$ cat config.mk
export PLATFORM = sky130hd
export DESIGN_NAME = event_router
export DESIGN_NICKNAME = d
export VERILOG_FILES = /design/src/event_router_pkg.sv /design/src/event_router.sv
export SDC_FILE = /design/constraint.sdc
export NUM_CORES = 1
export LEC_CHECK = 0
export ABC_CLOCK_PERIOD_IN_PS = 5050
export BUFFER_PORTS_ARGS = -buffer_cell sky130_fd_sc_hd__buf_2
export CAP_MARGIN = 20
export CORE_MARGIN = 2
export CORE_UTILIZATION = 48
export CTS_CLUSTER_DIAMETER = 50
export CTS_CLUSTER_SIZE = 25
export DETAILED_ROUTE_END_ITERATION = 6
export PLACE_DENSITY = 0.71
export SLEW_MARGIN = 40
export SYNTH_ARGS = -nofsm -noshare
export SYNTH_HDL_FRONTEND = slang
export SYNTH_SLANG_ARGS = --single-unit
$ cat constraint.sdc
create_clock -name pclk -period 5.05 [get_ports pclk]
set_input_delay 0.505 -clock pclk [delete_from_list [all_inputs] [get_ports pclk]]
set_output_delay 0.505 -clock pclk [all_outputs]
set_load 0.01 [all_outputs]
$ cat src/event_router_pkg.sv
package event_router_pkg;

  // ----------------------------------------------------------------
  // Register indices (byte address is four times the index)
  // ----------------------------------------------------------------
  localparam logic [7:0] IDX_CHANNEL_LEVEL = 8'h08;
  localparam logic [7:0] IDX_CHANNEL_BASE  = 8'h10;
  localparam logic [7:0] IDX_USER_BASE     = 8'h20;
  localparam logic [7:0] SEL_RESET         = 8'h00;

  // ----------------------------------------------------------------
  // Generator codes
  // ----------------------------------------------------------------
  localparam logic [7:0] GEN_SERIAL_PERIPH_IF0_SCK      = 8'h68;
  localparam logic [7:0] GEN_SPI1_SCK      = 8'h69;
  localparam logic [7:0] GEN_TIMER_A_INST0_OVF      = 8'h80;
  localparam logic [7:0] GEN_TIMER_A_INST0_HIGH_BYTE_UNDERFLOW     = 8'h81;
  localparam logic [7:0] GEN_TIMER_A_INST0_CMP0     = 8'h84;
  localparam logic [7:0] GEN_TIMER_A_INST1_OVF      = 8'h88;
  localparam logic [7:0] GEN_TIMER_A_INST1_HIGH_BYTE_UNDERFLOW     = 8'h89;
  localparam logic [7:0] GEN_TIMER_A_INST1_CMP0     = 8'h8c;
  localparam logic [7:0] GEN_TCB_FIRST     = 8'ha0;
  localparam logic [7:0] GEN_TCB_LAST      = 8'ha9;
  localparam logic [7:0] GEN_PORT_FIRST    = 8'h40;
  localparam logic [7:0] GEN_PORT_LAST     = 8'h4f;

  // ----------------------------------------------------------------
  // User numbers
  // ----------------------------------------------------------------
  localparam int USER_LUT_FIRST   = 'h00;
  localparam int USER_ADC_START   = 'h0c;
  localparam int USER_PTC_START   = 'h0d;
  localparam int USER_EVOUT_FIRST = 'h0e;
  localparam int USER_IR_FIRST    = 'h15;
  localparam int USER_TCA_FIRST   = 'h1b;
  localparam int USER_TCB_FIRST   = 'h1f;
  localparam int USER_TCD_FIRST   = 'h29;
  localparam int NUM_USERS        = 43;

endpackage

$ cat src/event_router.sv
`timescale 1ns/1ps
module event_router #(
  parameter int         NUM_CHANNELS  = 8,
  parameter bit         TIMER_A_INST1_PRESENT  = 1'b1,
  parameter logic [4:0] TCB_PRESENT   = 5'h1f,
  parameter logic [6:0] PORT_PRESENT  = 7'h7f
) (
  // Clock and reset
  input  wire logic        pclk,
  input  wire logic        presetn,
  // APB slave
  input  wire logic        psel,
  input  wire logic        penable,
  input  wire logic        pwrite,
  input  wire logic [11:0] paddr,
  input  wire logic [31:0] pwdata,
  output logic [31:0]      prdata,
  output logic             pready,
  output logic             pslverr,
  // Generators
  input  wire logic [1:0]  serial_periph_sck,
  input  wire logic        timer_a_inst0_overflow_or_low_underflow,
  input  wire logic        timer_a_inst0_high_byte_underflow,
  input  wire logic [2:0]  timer_a_inst0_compare_match,
  input  wire logic        timer_a_inst1_overflow_or_low_underflow,
  input  wire logic        timer_a_inst1_high_byte_underflow,
  input  wire logic [2:0]  timer_a_inst1_compare_match,
  input  wire logic [4:0]  timer_b_capture_event,
  input  wire logic [4:0]  timer_b_counter_overflow,
  input  wire logic [55:0] port_pin_level,
  input  wire logic [55:0] port_pin_input_enable,
  // Users
  output logic [11:0]      logic_table_input,
  output logic [1:0]       converter_start,
  output logic [6:0]       event_pin_out,
  output logic [5:0]       serial_unit_ir_input,
  output logic [1:0]       timer_a_count_input,
  output logic [1:0]       timer_a_restart_input,
  output logic [4:0]       timer_b_capture_input,
  output logic [4:0]       timer_b_count_input,
  output logic [1:0]       timer_d_input
);
  import event_router_pkg::*;

  // ----------------------------------------------------------------
  // Registers
  // ----------------------------------------------------------------
  logic [7:0]              channel_generator_select [NUM_CHANNELS];
  logic [7:0]              event_user_channel_select [NUM_USERS];
  logic [NUM_CHANNELS-1:0] channel_level;
  logic [NUM_USERS-1:0]    user_event;
  logic [NUM_CHANNELS-1:0] next_channel_level;
  logic [NUM_USERS-1:0]    next_user_event;

  // ----------------------------------------------------------------
  // APB decode
  // ----------------------------------------------------------------
  wire       access     = psel & penable;
  wire       commit     = access & pready;
  wire [7:0] reg_index  = paddr[9:2];
  wire [7:0] chan_off   = reg_index - IDX_CHANNEL_BASE;
  wire [7:0] user_off   = reg_index - IDX_USER_BASE;
  wire       hit_level  = (paddr[11:10] == 2'b00) && (reg_index == IDX_CHANNEL_LEVEL);
  wire       hit_chan   = (paddr[11:10] == 2'b00) && (reg_index >= IDX_CHANNEL_BASE)
                          && (chan_off < 8'(NUM_CHANNELS));
  wire       hit_user   = (paddr[11:10] == 2'b00) && (reg_index >= IDX_USER_BASE)
                          && (user_off < 8'(NUM_USERS));
  wire       hit_any    = hit_level | hit_chan | hit_user;
  wire [7:0] chan_rd    = hit_chan ? channel_generator_select[chan_off[2:0]] : 8'h00;
  wire [7:0] user_rd    = hit_user ? event_user_channel_select[user_off[5:0]] : 8'h00;
  wire [31:0] read_word = hit_level ? 32'(channel_level) :
                          hit_chan  ? {24'h000000, chan_rd} :
                          hit_user  ? {24'h000000, user_rd} : 32'h00000000;

  // One wait state: pready rises in the second access cycle
  always_ff @(posedge pclk or negedge presetn) begin
    if (!presetn) begin
      pready  <= 1'b0;
      pslverr <= 1'b0;
      prdata  <= 32'h00000000;
    end else begin
      pready  <= access & ~pready;
      pslverr <= access & ~pready & ~hit_any;
      prdata  <= (access & ~pready & ~pwrite) ? read_word : 32'h00000000;
    end
  end

  // ----------------------------------------------------------------
  // Channel generator select and decode
  // ----------------------------------------------------------------
  genvar c;
  generate
    for (c = 0; c < NUM_CHANNELS; c++) begin : g_chan
      wire [7:0] code      = channel_generator_select[c];
      wire [7:0] tcb_off   = code - GEN_TCB_FIRST;
      wire [2:0] tcb_idx   = tcb_off[3:1];
      wire [2:0] port_idx  = 3'(((c / 2) * 2) % 8) + {2'b00, code[3]};
      wire [5:0] pin_idx   = {port_idx, code[2:0]};
      wire       port_ok   = (port_idx < 3'd7) && PORT_PRESENT[port_idx];

      always_ff @(posedge pclk or negedge presetn) begin
        if (!presetn) begin
          channel_generator_select[c] <= SEL_RESET;
        end else if (commit && pwrite && hit_chan && chan_off == 8'(c)) begin
          channel_generator_select[c] <= pwdata[7:0];
        end
      end

      always_comb begin
        next_channel_level[c] = 1'b0;
        if (code == GEN_SERIAL_PERIPH_IF0_SCK || code == GEN_SPI1_SCK) begin
          next_channel_level[c] = serial_periph_sck[code[0]];
        end else if (code == GEN_TIMER_A_INST0_OVF) begin
          next_channel_level[c] = timer_a_inst0_overflow_or_low_underflow;
        end else if (code == GEN_TIMER_A_INST0_HIGH_BYTE_UNDERFLOW) begin
          next_channel_level[c] = timer_a_inst0_high_byte_underflow;
        end else if (code >= GEN_TIMER_A_INST0_CMP0 && code <= GEN_TIMER_A_INST0_CMP0 + 8'h02) begin
          next_channel_level[c] = timer_a_inst0_compare_match[code[1:0]];
        end else if (code == GEN_TIMER_A_INST1_OVF) begin
          next_channel_level[c] = TIMER_A_INST1_PRESENT & timer_a_inst1_overflow_or_low_underflow;
        end else if (code == GEN_TIMER_A_INST1_HIGH_BYTE_UNDERFLOW) begin
          next_channel_level[c] = TIMER_A_INST1_PRESENT & timer_a_inst1_high_byte_underflow;
        end else if (code >= GEN_TIMER_A_INST1_CMP0 && code <= GEN_TIMER_A_INST1_CMP0 + 8'h02) begin
          next_channel_level[c] = TIMER_A_INST1_PRESENT & timer_a_inst1_compare_match[code[1:0]];
        end else if (code >= GEN_TCB_FIRST && code <= GEN_TCB_LAST) begin
          next_channel_level[c] = TCB_PRESENT[tcb_idx] & (code[0] ?
                                  timer_b_counter_overflow[tcb_idx] :
                                  timer_b_capture_event[tcb_idx]);
        end else if (code >= GEN_PORT_FIRST && code <= GEN_PORT_LAST) begin
          next_channel_level[c] = port_ok & port_pin_level[pin_idx]
                                  & port_pin_input_enable[pin_idx];
        end else begin
          next_channel_level[c] = 1'b0;
        end
      end
    end
  endgenerate

  always_ff @(posedge pclk or negedge presetn) begin
    if (!presetn) begin
      channel_level <= '0;
    end else begin
      channel_level <= next_channel_level;
    end
  end

  // ----------------------------------------------------------------
  // User channel select and routing
  // ----------------------------------------------------------------
  genvar u;
  generate
    for (u = 0; u < NUM_USERS; u++) begin : g_user
      wire [7:0] sel       = event_user_channel_select[u];
      wire [7:0] chan_num  = sel - 8'h01;
      wire       connected = (sel != 8'h00) && (chan_num < 8'(NUM_CHANNELS));

      always_ff @(posedge pclk or negedge presetn) begin
        if (!presetn) begin
          event_user_channel_select[u] <= SEL_RESET;
        end else if (commit && pwrite && hit_user && user_off == 8'(u)) begin
          event_user_channel_select[u] <= pwdata[7:0];
        end
      end

      assign next_user_event[u] = connected & channel_level[chan_num[2:0]];
    end
  endgenerate

  always_ff @(posedge pclk or negedge presetn) begin
    if (!presetn) begin
      user_event <= '0;
    end else begin
      user_event <= next_user_event;
    end
  end

  // ----------------------------------------------------------------
  // User outputs
  // ----------------------------------------------------------------
  assign logic_table_input     = user_event[USER_LUT_FIRST +: 12];
  assign converter_start       = user_event[USER_ADC_START +: 2];
  assign event_pin_out         = user_event[USER_EVOUT_FIRST +: 7];
  assign serial_unit_ir_input  = user_event[USER_IR_FIRST +: 6];
  assign timer_a_count_input   = {user_event[USER_TCA_FIRST + 2],
                                  user_event[USER_TCA_FIRST]};
  assign timer_a_restart_input = {user_event[USER_TCA_FIRST + 3],
                                  user_event[USER_TCA_FIRST + 1]};

  genvar b;
  generate
    for (b = 0; b < 5; b++) begin : g_tcb
      assign timer_b_capture_input[b] = user_event[USER_TCB_FIRST + 2 * b];
      assign timer_b_count_input[b]   = user_event[USER_TCB_FIRST + 2 * b + 1];
    end
  endgenerate

  assign timer_d_input = user_event[USER_TCD_FIRST +: 2];

endmodule

==> summary.txt <==
DR vias/cell - 6.56
Vias in the first global route - 24600
Mapped Cells - 2727
Register area share after synthesis - 38.4%
Final setup violation count - 0
Wire per inst - 24.9 microns
Initial antenna violation count - 4
Max cap viols - 0
VDD IR-drop max - 0.223 mV
Synth Area in Simple Gates - 11.2%
RSZ-0062 raised after global routing - no
Synth Area in XOR/XNOR - 1.29%
Placer congestion estimate - 0.971
Post-CTS Setup Inserts - 0
HP Class - in2reg
CP Capture Type - register
Fillers - 5393
Tcrit/Tclk final - 60.0%
Fin Hold WS - 238 ps
Maximum clock frequency - 330 MHz
Nets - 3063
Drt total wl - 92600 microns
Flops & latches, synth - 469
Worst skew pair latency - 610 ps
Die Span Y - 256 microns
Clk slew on worst S/H paths - 70 ps
Final slew viol count - 0
Row cnt - 92
First-pass GRT wire length - 144000 microns
Compound-cell area share of the yosys netlist - 8.58%
Initial Utilization - 48.5%
CP Data Required Time - 5520 ps
Final min period - 3030 ps
Power density over cell area - 231 mW/mm^2
Cell with the most instances after synthesis - dfrtp_1
Share of cells above drive strength 1 - 34.9%
Async SR Flop Fraction - 100%
Dpl hpwl - 62700 microns
Syn_area_per_cell - 11.2 sq um
Iter 0 DRT Violations - 2679
Port Buf Inserts - 209
Data arrival, critical path - 3500 ps
DRT Pass-1 Iters - 5
GR Util All Layers - 28.1%
Post-CTS Resized - 0
TritonCTS clock tree - built
Adder-cell share of the synthesized area - 1.88%
Pin count of the biggest net entering global routing - 129
Top cells by area, synth - dfrtp_1, mux2_2, mux4_2
CTS Buf Count - 42
CP Class - in2reg
Die footprint - 0.0656 sq mm
YS warnings - 0
Vias - 24400
Hold_buf cts - 1
Multi-input gate area in the final layout - 0.0173 sq mm
EDFF count, synth - 0
Antenna viol nets, final - 0
Storage cell area - 0.0117 sq mm
Area grow syn2layout - 10.2%
Crit path max fanout - 15
Worst Skew - 34.1 ps
Worst Max-Slew Pin Slew - 901 ps
Commonest cells in the netlist - dfrtp_1, mux2_2, nand2_1, mux4_2, nor2_1
Largest family of logic cells by synthesized area - multiplexers
Share of the synthesized area in the top cell type - 38.4%
Cell taking the most area after synthesis - dfrtp_1
Outcome - finished, final reports clean
I/O pin total - 260
Mapped cell area - 0.0305 sq mm
Max-slew headroom - 39.9%
Grt ovf - 0
Main flop type after synthesis - dfrtp_1
Synth unique cells - 78
Fin. Hold Viols - 0
DR DRC count - 0
Clk sink count - 469
Clock buffer depth - 3
Mux contribution to synthesized area - 33.3%
Final setup TNS - 0 ps
Startpoint Class - primary input
Leak - 14.4 nW
Post-layout util - 53.5%
Floorplan core area - 0.0630 sq mm
Htree depth - 2
Clock root buffer - clkbuf_16
Die W - 256 microns
==> where the power goes <==
group | internal [mW] | switching (mW)
logic | 0.161 | 0.375
registers | 3.76 | 0.00569
clock network | 1.83 | 1.66
==> layer usage <==
layer | global-route usage [%] | wire, microns
met1 | 37.1 | 36000
met2 | 44.0 | 43100
met3 | 6.38 | 8840
met4 | 13.5 | 4580
met5 | 0 | 31
==> flip-flops by register name, summed over array words and instances, names as in the netlist <==
signal,flops
pready,1
g_chan.code,64
pslverr,1
user_event,43
channel_level,8
g_user.sel,344
prdata,8
==> cells by family (layout without fill, tap and decap cells) <==
family          after synthesis  count (layout)
buf+inv                     371             489
other cells                   1              26
fa+ha+maj                    46              46
flops                       469             469
compound gates              376             376
simple gates                696             696
mux                         723             723
xor+xnor                     45              45
==> cell type report <==
type / instances / share of cell area, %
clock inverters: 30 / 1.06
clock buffers: 48 / 3.41
flip-flops and latches: 469 / 34.9
repair buffers: 249 / 4.25
multi-input cells: 1910 / 51.4
well taps: 846 / 3.14
inverters: 162 / 1.81
diodes: 2 / 0.0149
==> cells in the final DEF, fill, tap and decap left out, types with 55 or more instances in the layout <==
master	Yosys	layout
dfrtp_1	469	462
mux2_2	453	453
nand2_1	206	206
buf_2	22	205
mux4_2	187	187
nor2_1	176	176
inv_1	162	162
mux2i_1	81	81
o21ai_0	81	81
nor3_1	70	68
nor4_1	55	55
==> final timing paths <==
check	start	to	slack, ps	depth (start not counted)
min in group asynchronous	presetn	g_user[32].sel[6]	460	2
worst min register to register	g_user[32].sel[5]	user_event[32]	450	1
max in group asynchronous	presetn	user_event[1]	3110	4
worst min-delay path	penable	pready	240	3
worst max-delay path	paddr[7]	g_chan[6].code[0]	2020	9
worst max register to register	pready	g_user[35].sel[0]	2210	5
==> per-stage QoR <==
step | area (sq um) | cells | power, mW | setup slack (ps)
global placement | 32100 | 3634 | 4.35 | 1400
floorplan | 30600 | 2750 | 4.10 | 2420
global route | 33700 | 3716 | 8.05 | 1760
CTS | 33600 | 3714 | 7.82 | 2080
detailed placement | 32100 | 3635 | 4.36 | 1480
finish | 33700 | 3716 | 7.79 | 2020
==> worst max-delay path: stages <==
cell,delay (ps)
buf_2,270
inv_1,150
ha_1,260
nor2b_1,150
xnor2_1,120
nand4b_1,440
nor2_1,780
nand2_1,430
mux2_2,390
(Power assumes the default switching activity.)
